--- config.mk ---
export PLATFORM = sky130hd
export DESIGN_NAME = fpac_top
export DESIGN_NICKNAME = d
export VERILOG_FILES = /design/src/rtl/fpac_pkg.sv /design/src/rtl/fpac_ramp_if.sv /design/src/rtl/fpac_ramp.sv /design/src/rtl/fpac_top.sv
export VERILOG_INCLUDE_DIRS = /design/src /design/src/rtl
export SDC_FILE = /design/constraint.sdc
export NUM_CORES = 1
export LEC_CHECK = 0
export ABC_AREA = 1
export BUFFER_PORTS_ARGS = -buffer_cell sky130_fd_sc_hd__buf_2
export CELL_PAD_IN_SITES_DETAIL_PLACEMENT = 1
export CELL_PAD_IN_SITES_GLOBAL_PLACEMENT = 2
export CORE_MARGIN = 3
export CORE_UTILIZATION = 26
export DETAILED_ROUTE_END_ITERATION = 8
export PLACE_DENSITY = 0.7
export SYNTH_ARGS = -nofsm -noshare
export SYNTH_HDL_FRONTEND = slang
export SYNTH_SLANG_ARGS = --single-unit
--- constraint.sdc ---
create_clock -name clk -period 5.8 [get_ports clk]
set_clock_uncertainty 0.2 [all_clocks]
set_input_delay 0.87 -clock clk [delete_from_list [all_inputs] [get_ports clk]]
set_output_delay 0.87 -clock clk [all_outputs]
set_load 0.05 [all_outputs]
--- src/rtl/fpac_map.svh ---
// register map, field positions, reset value and timing figures of the fan smoothing block
// assumes inclusion by the package and the design modules only
`ifndef FPAC_MAP_SVH
`define FPAC_MAP_SVH
`define FPAC_CTRL_ADDR 8'h62
`define FPAC_CTRL_RST 8'h20
`define FPAC_RATE_LSB 0
`define FPAC_RATE_MSB 2
`define FPAC_SMOOTH_BIT 3
`define FPAC_GROUP_BIT 4
`define FPAC_HOLD_LSB 5
`define FPAC_INC0 8'h01
`define FPAC_INC1 8'h02
`define FPAC_INC2 8'h03
`define FPAC_INC3 8'h04
`define FPAC_INC4 8'h08
`define FPAC_INC5 8'h0c
`define FPAC_INC6 8'h18
`define FPAC_INC7 8'h30
// full 0% to 100% ramp at the slowest code, 37.5 s, in ms
`define FPAC_FULL_RAMP_MS 64'd37500
`define FPAC_CLK_KHZ 64'd100000
`define FPAC_DUTY_STEPS 64'd255
`define FPAC_DUTY_ZERO 8'h00
`define FPAC_SLOT_W 24
`endif

--- src/rtl/fpac_pkg.sv ---
// types shared by the fan smoothing block
// assumes fpac_map.svh is on the include path
`include "fpac_map.svh"
package fpac_pkg;
	typedef logic [7:0] fpac_duty_t;
	typedef logic [2:0] fpac_rate_t;
	// control register fields, msb first
	typedef struct packed {
		logic [2:0] floorHold; // out3, out2, out1
		logic tachGroup;
		logic smoothEn;
		fpac_rate_t rate;
	} fpac_ctrl_t;
	// increment per time slot for a ramp-rate code
	function automatic fpac_duty_t fpac_rate_inc_t(input fpac_rate_t code);
		case (code)
			3'h0: fpac_rate_inc_t = `FPAC_INC0;
			3'h1: fpac_rate_inc_t = `FPAC_INC1;
			3'h2: fpac_rate_inc_t = `FPAC_INC2;
			3'h3: fpac_rate_inc_t = `FPAC_INC3;
			3'h4: fpac_rate_inc_t = `FPAC_INC4;
			3'h5: fpac_rate_inc_t = `FPAC_INC5;
			3'h6: fpac_rate_inc_t = `FPAC_INC6;
			default: fpac_rate_inc_t = `FPAC_INC7;
		endcase
	endfunction : fpac_rate_inc_t
endpackage : fpac_pkg

--- src/rtl/fpac_ramp_if.sv ---
// carrier between the control top and the output-1 ramp stepper
// assumes one clock shared by both ends
`timescale 1ns/100ps
interface fpac_ramp_if;
	import fpac_pkg::*;
	fpac_duty_t target; // floored duty wanted
	logic smoothEn; // ramp instead of jump
	fpac_rate_t rate; // increment code
	fpac_duty_t duty; // duty driven now
	modport ctl (output target, output smoothEn, output rate, input duty);
	modport ramp (input target, input smoothEn, input rate, output duty);
endinterface : fpac_ramp_if

--- src/rtl/fpac_ramp.sv ---
// output-1 duty ramp stepper: follows the target on the next clock with smoothing off, else steps toward it once per time slot
// assumes target arrives on clk; slot length is a parameter so simulation can shorten it
`timescale 1ns/100ps
`include "fpac_map.svh"
module fpac_ramp import fpac_pkg::*; #(
	parameter int unsigned SLOT_CYCLES = int'((`FPAC_FULL_RAMP_MS * `FPAC_CLK_KHZ) / `FPAC_DUTY_STEPS)
) (
	input wire logic clk,
	input wire logic sys_rst,
	fpac_ramp_if.ramp rp
);
	typedef struct packed {
		logic [`FPAC_SLOT_W-1:0] slotCnt; // cycles into current slot
		fpac_duty_t duty; // driven duty
	} fpac_ramp_st_t;
	fpac_ramp_st_t st_q, st_d;
	fpac_duty_t inc; // step for current code
	logic slotEnd; // last cycle of a slot
	// slot timer and stepping
	always_comb begin
		inc = fpac_rate_inc_t(rp.rate);
		slotEnd = (st_q.slotCnt == `FPAC_SLOT_W'(SLOT_CYCLES - 1));
		st_d = st_q;
		st_d.slotCnt = slotEnd ? '0 : st_q.slotCnt + `FPAC_SLOT_W'(1);
		if (!rp.smoothEn) begin
			st_d.duty = rp.target;
		end else if (slotEnd) begin
			// clamp the last step so the target is never overshot
			if (st_q.duty < rp.target) begin
				st_d.duty = ((rp.target - st_q.duty) > inc) ? st_q.duty + inc : rp.target;
			end else if (st_q.duty > rp.target) begin
				st_d.duty = ((st_q.duty - rp.target) > inc) ? st_q.duty - inc : rp.target;
			end
		end
	end
	// state register
	always_ff @(posedge clk) begin
		if (sys_rst) begin
			st_q <= '0;
		end else begin
			st_q <= st_d;
		end
	end
	assign rp.duty = st_q.duty;
endmodule : fpac_ramp

--- src/rtl/fpac_top.sv ---
// fan smoothing and floor control: one control register, output floors, output-1 ramp, tach grouping
// assumes the serial slave port decodes frames and presents byte strobes on clk; temp logic is on clk
//
// Contract
// - bits 2:0 limit output-1 duty change rate
// - codes step 1,2,3,4,8,12,24,48 per slot
// - smoothing only while bit 3 set
// - grouping set: speed inputs 2,3,4 follow out3
// - grouping clear: only inputs 3,4 follow out3
// - out1 below start: zero or minimum by bit5
// - out2 below start: zero or minimum by bit6
// - out3 below start: zero or minimum by bit7
// - register read/write, resets to 0x20
`timescale 1ns/100ps
`include "fpac_map.svh"
module fpac_top import fpac_pkg::*; #(
	parameter int unsigned SLOT_CYCLES = int'((`FPAC_FULL_RAMP_MS * `FPAC_CLK_KHZ) / `FPAC_DUTY_STEPS)
) (
	input wire logic clk,
	input wire logic sys_rst,
	input wire logic [7:0] regAddr, // register pointer from slave port
	input wire logic [7:0] regWrData, // byte to store
	input wire logic regWrEn, // one-cycle write strobe
	input wire logic regRdEn, // one-cycle read strobe
	output logic [7:0] regRdData, // read byte, registered
	output logic regRdValid, // one-cycle read answer
	input wire logic autoMode, // automatic fan control active
	input wire logic [2:0] belowStart, // per output: temp below start minus hysteresis
	input wire logic [23:0] dutyCalc, // computed duty, out3 in [23:16]
	input wire logic [23:0] dutyMin, // programmed minimum duty, out3 in [23:16]
	input wire logic fan_speed_in2, // tach pins, asynchronous
	input wire logic fan_speed_in3,
	input wire logic fan_speed_in4,
	output logic [2:0] speedSyncOut3, // inputs 4..2 measured against out3
	output logic [2:0] speedLevel, // synchronised tach levels 4..2
	output logic [7:0] fan_drive_out1, // duty of output 1
	output logic [7:0] fan_drive_out2,
	output logic [7:0] fan_drive_out3
);
	typedef struct packed {
		fpac_ctrl_t ctrl; // control register
		logic [7:0] rdData; // read answer byte
		logic rdValid; // read answer strobe
		fpac_duty_t duty2; // output-2 duty
		fpac_duty_t duty3; // output-3 duty
		logic [2:0] syncA; // first tach stage, read only by syncB
		logic [2:0] syncB; // second tach stage
	} fpac_top_st_t;
	fpac_top_st_t st_q, st_d;
	fpac_duty_t floored [3]; // duty after floor decision
	logic hit; // pointer matches our register
	fpac_ramp_if rif ();

	// floor decision, same for every output
	for (genvar i = 0; i < 3; i++) begin : g_floor
		always_comb begin
			if (autoMode && belowStart[i]) begin
				floored[i] = st_q.ctrl.floorHold[i] ? dutyMin[8*i +: 8] : `FPAC_DUTY_ZERO;
			end else begin
				floored[i] = dutyCalc[8*i +: 8];
			end
		end
	end

	// register access, output 2/3 update, tach sampling
	always_comb begin
		hit = (regAddr == `FPAC_CTRL_ADDR);
		st_d = st_q;
		st_d.rdValid = regRdEn;
		if (regWrEn && hit) begin
			st_d.ctrl = fpac_ctrl_t'(regWrData);
		end
		if (regRdEn) begin
			// unmapped pointers read zero; other registers live elsewhere
			st_d.rdData = hit ? st_q.ctrl : 8'h00;
		end
		st_d.duty2 = floored[1];
		st_d.duty3 = floored[2];
		st_d.syncA = {fan_speed_in4, fan_speed_in3, fan_speed_in2};
		st_d.syncB = st_q.syncA;
	end
	// state register, power-on value of the control byte
	always_ff @(posedge clk) begin
		if (sys_rst) begin
			st_q <= '0;
			st_q.ctrl <= fpac_ctrl_t'(`FPAC_CTRL_RST);
		end else begin
			st_q <= st_d;
		end
	end

	// output-1 path goes through the ramp stepper
	assign rif.target = floored[0];
	assign rif.smoothEn = st_q.ctrl.smoothEn;
	assign rif.rate = st_q.ctrl.rate;
	fpac_ramp #(.SLOT_CYCLES(SLOT_CYCLES)) u_ramp (
		.clk(clk),
		.sys_rst(sys_rst),
		.rp(rif.ramp)
	);

	// inputs 3 and 4 always follow out3; input 2 only when grouped
	assign speedSyncOut3 = {2'b11, st_q.ctrl.tachGroup};
	assign speedLevel = st_q.syncB;
	assign regRdData = st_q.rdData;
	assign regRdValid = st_q.rdValid;
	assign fan_drive_out1 = rif.duty;
	assign fan_drive_out2 = st_q.duty2;
	assign fan_drive_out3 = st_q.duty3;
endmodule : fpac_top

Word level (Yosys, flattened, before mapping)
Cells that the tools add are included.

Bits in registers: 71. Input bits: 75. Output and inout bits: 39.

Add/subtract/negate cells: 5. Order comparisons: 4. Equal/unequal tests: 10. Mux-type cells: 14. Reduce and logical (&&, ||, !) cells: 7.

Operator list (number): 8-bit two-way mux (13); 6-bit one-hot mux with 7 select lines (1); 24-bit by 1-bit adder with 24-bit output (second input constant) (1); 24-bit == test (second input constant) (1); 8-bit by 6-bit > comparator with 1-bit output (2); 8-bit subtractor (2); 3-bit == test (second input constant) (3); 8-bit by 6-bit adder with 8-bit output (1); 8-bit by 7-bit == test with 1-bit output (second input constant) (1); 8-bit > comparator (1); 8-bit less-than comparator (1); 8-bit by 6-bit subtractor with 8-bit output (1); 3-bit by 2-bit == test with 1-bit output (second input constant) (2); 1-bit logical AND (4); 3-bit by 1-bit == test with 1-bit output (second input constant) (1); 3-bit logical NOT (1); 3-bit by 1-bit inequality test with 1-bit output (second input constant) (1); 2-bit by 1-bit inequality test with 1-bit output (second input constant) (1); 2-bit AND reduction (1); 2-bit OR reduction (1).

Longest topological paths before layout
Gate-level depths: netlist (run 1).

Depth after elaboration: 9. Mapped depth: 25. Mapped depth without buffers: 23.

Hierarchy
From an unflattened synthesis (run 1), not the netlist that was laid out.

Cells, all modules: 832. Area total of the unflattened synthesis: 5635.4 µm².

By module, submodules not included: fpac_ramp (instances 1, cells each 550, area each 3712.3 µm²); fpac_top (instances 1, cells each 282, area each 1923.1 µm²).

Worst setup path before layout (run 1)
Ideal clock, no wire load.

Path type: in2reg. Start: in autoMode. End: reg u_ramp.st_q (netlist bit u_ramp.rp.duty[4]). Library setup time: 0.120 ns. Arrival time: 3.301 ns. Required time: 5.480 ns. Slack: 2.179 ns. Stages: 18. Cells stage by stage: nand2_4 clkinv_4 o21ai_0 inv_1 ha_1 a21oi_1 nand2_1 xor2_1 ha_1 a21oi_1 o2111ai_2 nand2_2 buf_6 nand2_1 o211ai_1 nand2_1 nand2_1 a21oi_1.

Longest elaborated chain between the ends: 9. Elaborated cells between the ends (all ways): 16.

Ends and longest elaborated chain: from (decl) (RTL line fpac_top.sv:27) `input wire logic autoMode,`; 1-bit logical AND * (RTL line fpac_top.sv:57) `if (autoMode && belowStart[i]) begin`; 8-bit two-way mux * (RTL line fpac_top.sv:57); 8-bit subtractor (RTL line fpac_ramp.sv:32) `st_d.duty = ((st_q.duty - rp.target) > inc) ? st_q.duty - inc : rp.target;`; 8-bit by 6-bit > comparator with 1-bit output (RTL line fpac_ramp.sv:32); 8-bit two-way mux (RTL line fpac_ramp.sv:32); 8-bit two-way mux (RTL line fpac_ramp.sv:31) `end else if (st_q.duty > rp.target) begin`; 8-bit two-way mux (RTL line fpac_ramp.sv:29) `if (st_q.duty < rp.target) begin`; 8-bit two-way mux (RTL line fpac_ramp.sv:27) `end else if (slotEnd) begin`; 8-bit two-way mux (RTL line fpac_ramp.sv:25) `if (!rp.smoothEn) begin`; to (signal assigned) (RTL line fpac_ramp.sv:41) `st_q <= st_d;`; to (decl) (RTL line fpac_ramp.sv:16) `fpac_ramp_st_t st_q, st_d;`.

Every way passes the cells marked *; elsewhere a longest branch is shown, timed or not. The select of a mux whose other input is x is not followed. A chain may end at the register's enable or synchronous reset.

Worst setup path after layout (run 1)
Start: in autoMode. End: reg u_ramp.st_q (netlist bit u_ramp.rp.duty[1]).

Same word-level chain as after synthesis.

==> results.toml, run 1 <==
[critical_path]
timing.critical_path.mode_cell = "nand2_1"
endpoint_kind = "flip-flop"
crit_path_cell_trace = "buf_2, nand2_4, clkinv_4, o21ai_0, inv_1, ha_1, a21oi_1, nand2_1, xor2_1, ha_1, a21oi_1, o2111ai_2, nand2_2, nand2_1, o21ai_0, nand2_1, nand2_1, nand2_1, a21oi_1"
worst-path-buf-inv = 3
worst_path_largest_cell_delay_ns = 0.55
critical_path.max_fanout = 15
worstPathArrival_ns = 4.22
slowest_stage = "o21ai_0"
timing_worst_setup_path_type = "in2reg"
critical_path.startpoint_type = "primary input"
critical_path.top_delay_family = "compound AO/OA/AOI/OAI gates"
timing.critical_path.required_ns = 5.85

[synth]
post_synth_arst_share_pct = 0
synth.top_cell.area_share_pct = 28.6
ys.flop_type = "dfxtp_1"
syn-instance-count = 703
postSynthRegisterBits = 71
post_synth_fa_ha_maj_area_fraction_pct = 10.5
complex_gate_fraction_of_the_synthesized_area_pct = 15.1
synthSimpleGateAreaFrac_pct = 27.2
netlist.top_cell.by_area = "dfxtp_1"
combinational_family_with_the_most_area_after_synthesis = "simple AND/OR/NAND/NOR gates"
synth-xor-area-share_pct = 4.06
synth.area.mux_share_pct = 0
synth-seq-area-share_pct = 28.6
yosysWarningCount = 0
synthDistinctLibCells = 48
synth.area.top_cells = "dfxtp_1 (29%), nand2_1 (11%), ha_1 (9.3%)"
syn_area_per_cell_sq_um = 7.06
netlist_area_sq_um = 4960
synth_edf_count = 0

[timing]
maxClockFrequency_ghz = 0.240
worst_hold_slack_ns = 0.197
tns_ns = 0
rsz_0062_raised_after_global_routing = "no"
layout_worst_path_cycle_share_pct = 72.0
relSlewSlack_pct = 46.9
maxSlewViolCount = 0
post-route-min-period_ns = 4.17
worst_slew_pin_slew_ns = 0.796
timing.final.hold_violations = 0
setup_viol = 0

[cts]
cts-root-to-sink-buffers = 2
numCtsBuffers = 9
clk_transition_reported_paths_ns = 0.06
cts_tree = "built"
cts_repair_resize_count = 0
clock_tree.htree_level_count = 3
cts.root.buffer_cell = "clkbuf_16"
numClockSinks = 71
clock_insertion_delay_worst_skew_ns = 0.33
post_cts_hold_buffer_count = 0
cts.repair_timing.setup_buffer_count = 0

[grt]
grt_antenna_before_repair = 0
wire_length_of_the_first_global_routing_pass_mm = 25.6
grt_use_total_pct = 15.5
grt_max_degree = 40
gr-total-overflow = 0
via_count_of_the_first_global_routing_pass = 4967

[finish]
layout-drive-gt1-share_pct = 20.6
fin_util_pct = 31.4
nets = 887
n_antenna_cell = 0
mostFrequentLayoutCells = "nand2_1 (143), buf_2 (111), inv_1 (88)"
mostFrequentLayoutCell = "nand2_1"
ff_latch_area_sq_um = 1420
total_area_of_multi_input_combinational_cells_sq_um = 2830
layout_area_overhead_pct = 16.0
layoutNonFillerInstCount = 1006
fillerInstances = 2286

[route]
drc_errors = 0
routed-via-count = 4761
viasPerCell = 4.73
drt_pre_antenna_iters = 4
count_of_nets_left_with_antenna_violations_after_detail_routing = 0
avgRoutedWirePerCell_um = 16.1
final_routed_wirelength_mm = 16.2
drtIter0Drc = 166

[run]
max-cap-violations = 0

[die]
vertical_die_dimension_um = 144
die_width_um = 144
die_area_sq_um = 20800
io_pins = 114
initial_utilization_pct = 27.1
floorplan.rows = 49
core_region_area_sq_um = 18300

[placement]
place.detailed.instances = 990
dpl.hpwl_mm = 13.2
gp_congestion = 0.878
port_buffers = 111

[power_and_ir_drop]
power.ir.vdd_worst_uv = 130
power_density_nw_per_um2 = 260
p_leak_nw = 2.75

[run_status]
outcome = "completed"

[worst_hold_path]
hold_class = "reg2reg"
==> area by class of cell <==
| type | count | area share, % |
|---|---|---|
| multi-input combinational | 486 | 49.2 |
| sequential | 71 | 24.7 |
| timing repair buffer | 111 | 9.65 |
| inverter | 93 | 6.15 |
| tap | 229 | 4.98 |
| clock buffer | 11 | 4.39 |
| clock inverter | 5 | 0.978 |
==> metal layers <==
metal	up-vias	track usage, %	wire [um]
met5	-	0	0
met4	0	2.70	97
met2	66	27.0	8150
met1	2275	20.4	7480
met3	7	2.51	456
li1	2413	-	-
==> report_power, final <==
part	internal [mW]	switching (mW)	leakage, nW
logic	0.140	0.275	2.01
registers	0.504	0.0148	0.581
clock network	0.356	0.209	0.152
total	1.00	0.499	2.75
==> synth_stat cells, types with 5 or more instances <==
cell type / number
nand2_1: 143
inv_1: 88
a21oi_1: 75
dfxtp_1: 71
nand3_1: 56
buf_4: 38
ha_1: 37
nor2_1: 37
xor2_1: 21
o21ai_0: 19
nand4_1: 14
clkbuf_1: 10
nand2_2: 9
a22oi_1: 8
nor3_1: 7
a211oi_1: 5
nor2_2: 5
o211ai_1: 5
==> stage by stage <==
stage / total power, mW / area (sq um) / setup slack, ns
after global placement: 0.938 / 5450 / 1.52
after floorplan: 0.844 / 4970 / 2.18
after detailed placement: 0.946 / 5450 / 1.31
after global routing: 1.60 / 5760 / 1.32
final: 1.50 / 5760 / 1.63
after CTS: 1.52 / 5760 / 1.64
==> state kept, by name, summed over array words and instances, names as in the netlist <==
signal and count:
speedSyncOut3 1, u_ramp.rp.duty 8, u_ramp.st_q 24, rif.rate 3, fan_drive_out3 8, regRdValid 1, st_d 3, st_q 3
regRdData 8, speedLevel 3, fan_drive_out2 8, rif.smoothEn 1
==> logic make-up after synthesis <==
family,after synthesis
simple gates,290
buf+inv,147
compound gates,131
flops,71
fa+ha+maj,40
xor+xnor,23
other cells,1
==> final timing paths <==
| check | start | to | slack, ns | cells after the start |
|---|---|---|---|---|
| min reg2reg | st_d[1] | speedLevel[1] | 0.20 | 2 |
| max reg2reg | st_q[36] | u_ramp.rp.duty[4] | 2.02 | 17 |
| min | st_d[1] | speedLevel[1] | 0.20 | 2 |
| max | autoMode | u_ramp.rp.duty[1] | 1.63 | 19 |
==> worst min-delay path, delay by kind of cell, from the launching register on <==
kind                   cells  cell delay, ns
DFF                        1            0.29
buffers and inverters      1            0.04
and+or+nand+nor            1            0.03
(Power assumes the default switching activity.)
==> inputs of run 2 (changes only) <==
--- a/config.mk
+++ b/config.mk
@@ -6,7 +6,7 @@
 export SDC_FILE = /design/constraint.sdc
 export NUM_CORES = 1
 export LEC_CHECK = 0
-export ABC_AREA = 1
+export ABC_AREA = 0
 export BUFFER_PORTS_ARGS = -buffer_cell sky130_fd_sc_hd__buf_2
 export CELL_PAD_IN_SITES_DETAIL_PLACEMENT = 1
 export CELL_PAD_IN_SITES_GLOBAL_PLACEMENT = 2
==> constraint.sdc (replaced) <==
create_clock -name clk -period 3.8 [get_ports clk]
set_clock_uncertainty 0.2 [all_clocks]
set_input_delay 0.57 -clock clk [delete_from_list [all_inputs] [get_ports clk]]
set_output_delay 0.57 -clock clk [all_outputs]
set_load 0.05 [all_outputs]
==> run 2 against run 1 <==
- combinational power up 130%
- sequential share of layout area down 2.9 points
- first-iteration DRC count unchanged
- largest power group is now combinational cells
- synthesized cell count down 11%
- die area down 0.80%
- global-route usage up 0.57 points
- design area up 13%
- highest routed layer unchanged
- the flow now finishes with violations (negative setup slack)
==> results.toml, run 2 <==
[cts]
cts_tree = "built"
cts.root.buffer_cell = "clkbuf_16"
clock_insertion_delay_worst_skew_ns = 0.34
clk_transition_reported_paths_ns = 0.06
numClockSinks = 71
post_cts_hold_buffer_count = 0
clock_tree.htree_level_count = 3
cts-root-to-sink-buffers = 2
numCtsBuffers = 9

[finish]
nets = 872
largest_register = "u_ramp.st_q"
largest_register_ff_count = 24
layout_area_overhead_pct = 32.8
fillerInstances = 2239
mostFrequentLayoutCells = "buf_2 (109), buf_4 (71), dfxtp_1 (70)"
total_area_of_multi_input_combinational_cells_sq_um = 3250
fin_util_pct = 35.8
layout-drive-gt1-share_pct = 34.8
ff_latch_area_sq_um = 1420
n_antenna_cell = 0
mostFrequentLayoutCell = "buf_2"

[critical_path]
endpoint_kind = "flip-flop"
crit_path_end = "u_ramp.rp.duty[2]"
internal_reg_to_reg_setup_slack_ns = -0.05
number_of_cells_traversed_by_the_worst_register_to_register_path = 20
critical_path.reg2reg.endpoint = "u_ramp.rp.duty[2]"
timing_worst_setup_path_type = "in2reg"
worstPathArrival_ns = 3.92
reg2reg_from = "st_q[36]"
critical_path.max_fanout = 6
crit_start = "belowStart[0]"
critical_path.startpoint_type = "primary input"
timing.critical_path.required_ns = 3.82

[synth]
synth_edf_count = 0
netlist_area_sq_um = 4920
post_synth_arst_share_pct = 0
yosysWarningCount = 0
synth.area.top_cells = "dfxtp_1 (29%), ha_1 (9.4%), buf_4 (6.6%)"
synth.area.mux_share_pct = 0.813
postSynthRegisterBits = 71
synth-seq-area-share_pct = 28.9
netlist.top_cell.by_area = "dfxtp_1"
post_synth_most_frequent_cells = "dfxtp_1 (71), nand2_1 (69), a21oi_1 (55), nor2_1 (52)"
synthDistinctLibCells = 64
synth-xor-area-share_pct = 6.23
post_synth_fa_ha_maj_area_fraction_pct = 10.6
synth.top_cell.area_share_pct = 28.9
syn-instance-count = 626
ys.flop_type = "dfxtp_1"
synthSimpleGateAreaFrac_pct = 24.4
complex_gate_fraction_of_the_synthesized_area_pct = 18.0
combinational_family_with_the_most_area_after_synthesis = "simple AND/OR/NAND/NOR gates"
syn_area_per_cell_sq_um = 7.86
synth_most_common_cell = "dfxtp_1"

[route]
viasPerCell = 4.88
wirelength_met1_mm = 7.27
drtIter0Drc = 166
top_layer_used = "met4"
final_routed_wirelength_mm = 16.8
wl_met2_mm = 8.74
drc_errors = 0
routed-via-count = 4832
count_of_nets_left_with_antenna_violations_after_detail_routing = 0
met3_length_um = 370
drt_pre_antenna_iters = 6
avgRoutedWirePerCell_um = 16.9

[timing]
maxSlewViolCount = 0
worst_hold_slack_ns = 0.242
final_worst_setup_slack_ns = -0.0986
post-route-min-period_ns = 3.90
tns_ns = -0.469
maxClockFrequency_ghz = 0.257
setup_viol = 7
timing.final.hold_violations = 0
layout_worst_path_cycle_share_pct = 103
rsz_0062_raised_after_global_routing = "yes"
relSlewSlack_pct = 52.5
worst_slew_pin_slew_ns = 0.706

[power_and_ir_drop]
power.ir.vdd_worst_uv = 257
p_leak_nw = 2.85
finalPower_mw = 2.61
power_density_nw_per_um2 = 399

[die]
floorplan.rows = 49
core_region_area_sq_um = 18300
vertical_die_dimension_um = 144
initial_utilization_pct = 26.9
io_pins = 114
die_width_um = 144
die_area_sq_um = 20600

[grt]
grt_antenna_before_repair = 0
grt_use_total_pct = 16.0
gr-total-overflow = 0
wire_length_of_the_first_global_routing_pass_mm = 26.3
grt_max_degree = 44
via_count_of_the_first_global_routing_pass = 5187

[worst_hold_path]
hold_class = "reg2reg"

[placement]
gp_congestion = 0.863
port_buffers = 111
dpl.hpwl_mm = 13.2

[run]
max-cap-violations = 0

[run_status]
outcome = "finished with violations"
violated_checks = "negative setup slack"
run 2: final cells by class:
cell class | count | area share, %
timing repair buffer | 186 | 17.6
multi-input combinational | 457 | 49.8
inverter | 32 | 1.84
sequential | 71 | 21.8
clock inverter | 7 | 1.23
clock buffer | 9 | 3.45
tap | 229 | 4.38
run 2: metrics by stage:
| stage | setup slack, ns | instances | cell area, sq um |
|---|---|---|---|
| after floorplan | -0.263 | 627 | 5040 |
| after global placement | -0.590 | 964 | 5930 |
| after detailed placement | -0.716 | 964 | 5930 |
| after CTS | -0.0744 | 990 | 6440 |
| after global routing | -0.271 | 991 | 6540 |
| final | -0.0986 | 991 | 6540 |
run 2: what timing repair did:
action                     in CTS  in global routing
resized for setup              31                 19
gates cloned                    0                  0
setup endpoints to repair       8                  8
pin swaps                      30                 22
hold endpoints to repair        0                  0
buffers inserted               11                  2
run 2: cells by family after synthesis:
| group | count (synthesis) |
|---|---|
| and+or+nand+nor | 243 |
| adders and majority gates | 40 |
| buffers and inverters | 99 |
| xor gates and xnor gates | 35 |
| AOI/OAI and AO/OA | 133 |
| DFF | 71 |
| muxes | 4 |
| other | 1 |
run 2: critical path, stage by stage:
cell,delay (ns)
buf_8,0.11
a21bo_4,0.21
and2_4,0.17
inv_2,0.06
ha_4,0.19
buf_4,0.13
nor2b_1,0.13
a31oi_2,0.22
o22ai_2,0.12
xor2_1,0.15
ha_1,0.30
o21ai_1,0.08
a21oi_2,0.12
nor4_2,0.05
o31ai_1,0.29
a221oi_2,0.06
buf_4,0.16
and2_4,0.17
mux2i_4,0.17
o22ai_2,0.10
a221o_2,0.34
run 2: worst min path at each step:
| stage | from | to | slack, ns | depth (start not counted) |
|---|---|---|---|---|
| finish | st_d[1] | speedLevel[1] | 0.24 | 1 |
| global route | fan_speed_in2 | st_d[0] | 0.24 | 2 |
| CTS | fan_speed_in2 | st_d[0] | 0.23 | 2 |
| detailed placement | st_d[1] | speedLevel[1] | 0.23 | 1 |
| global placement | st_d[0] | speedLevel[0] | 0.23 | 1 |
| floorplan | st_d[0] | speedLevel[0] | 0.21 | 1 |
run 2: report_power, final:
| group | internal, mW | switching (mW) | leakage [nW] |
|---|---|---|---|
| clock | 0.517 | 0.360 | 0.148 |
| sequential | 0.767 | 0.0131 | 0.579 |
| combinational | 0.434 | 0.518 | 2.12 |
run 2: per-layer routing:
layer | vias to the layer above | GRT usage [%]
li1 | 2388 | -
met1 | 2347 | 19.7
met2 | 71 | 28.5
met3 | 26 | 2.56
met4 | 0 | 5.45
met5 | - | 0
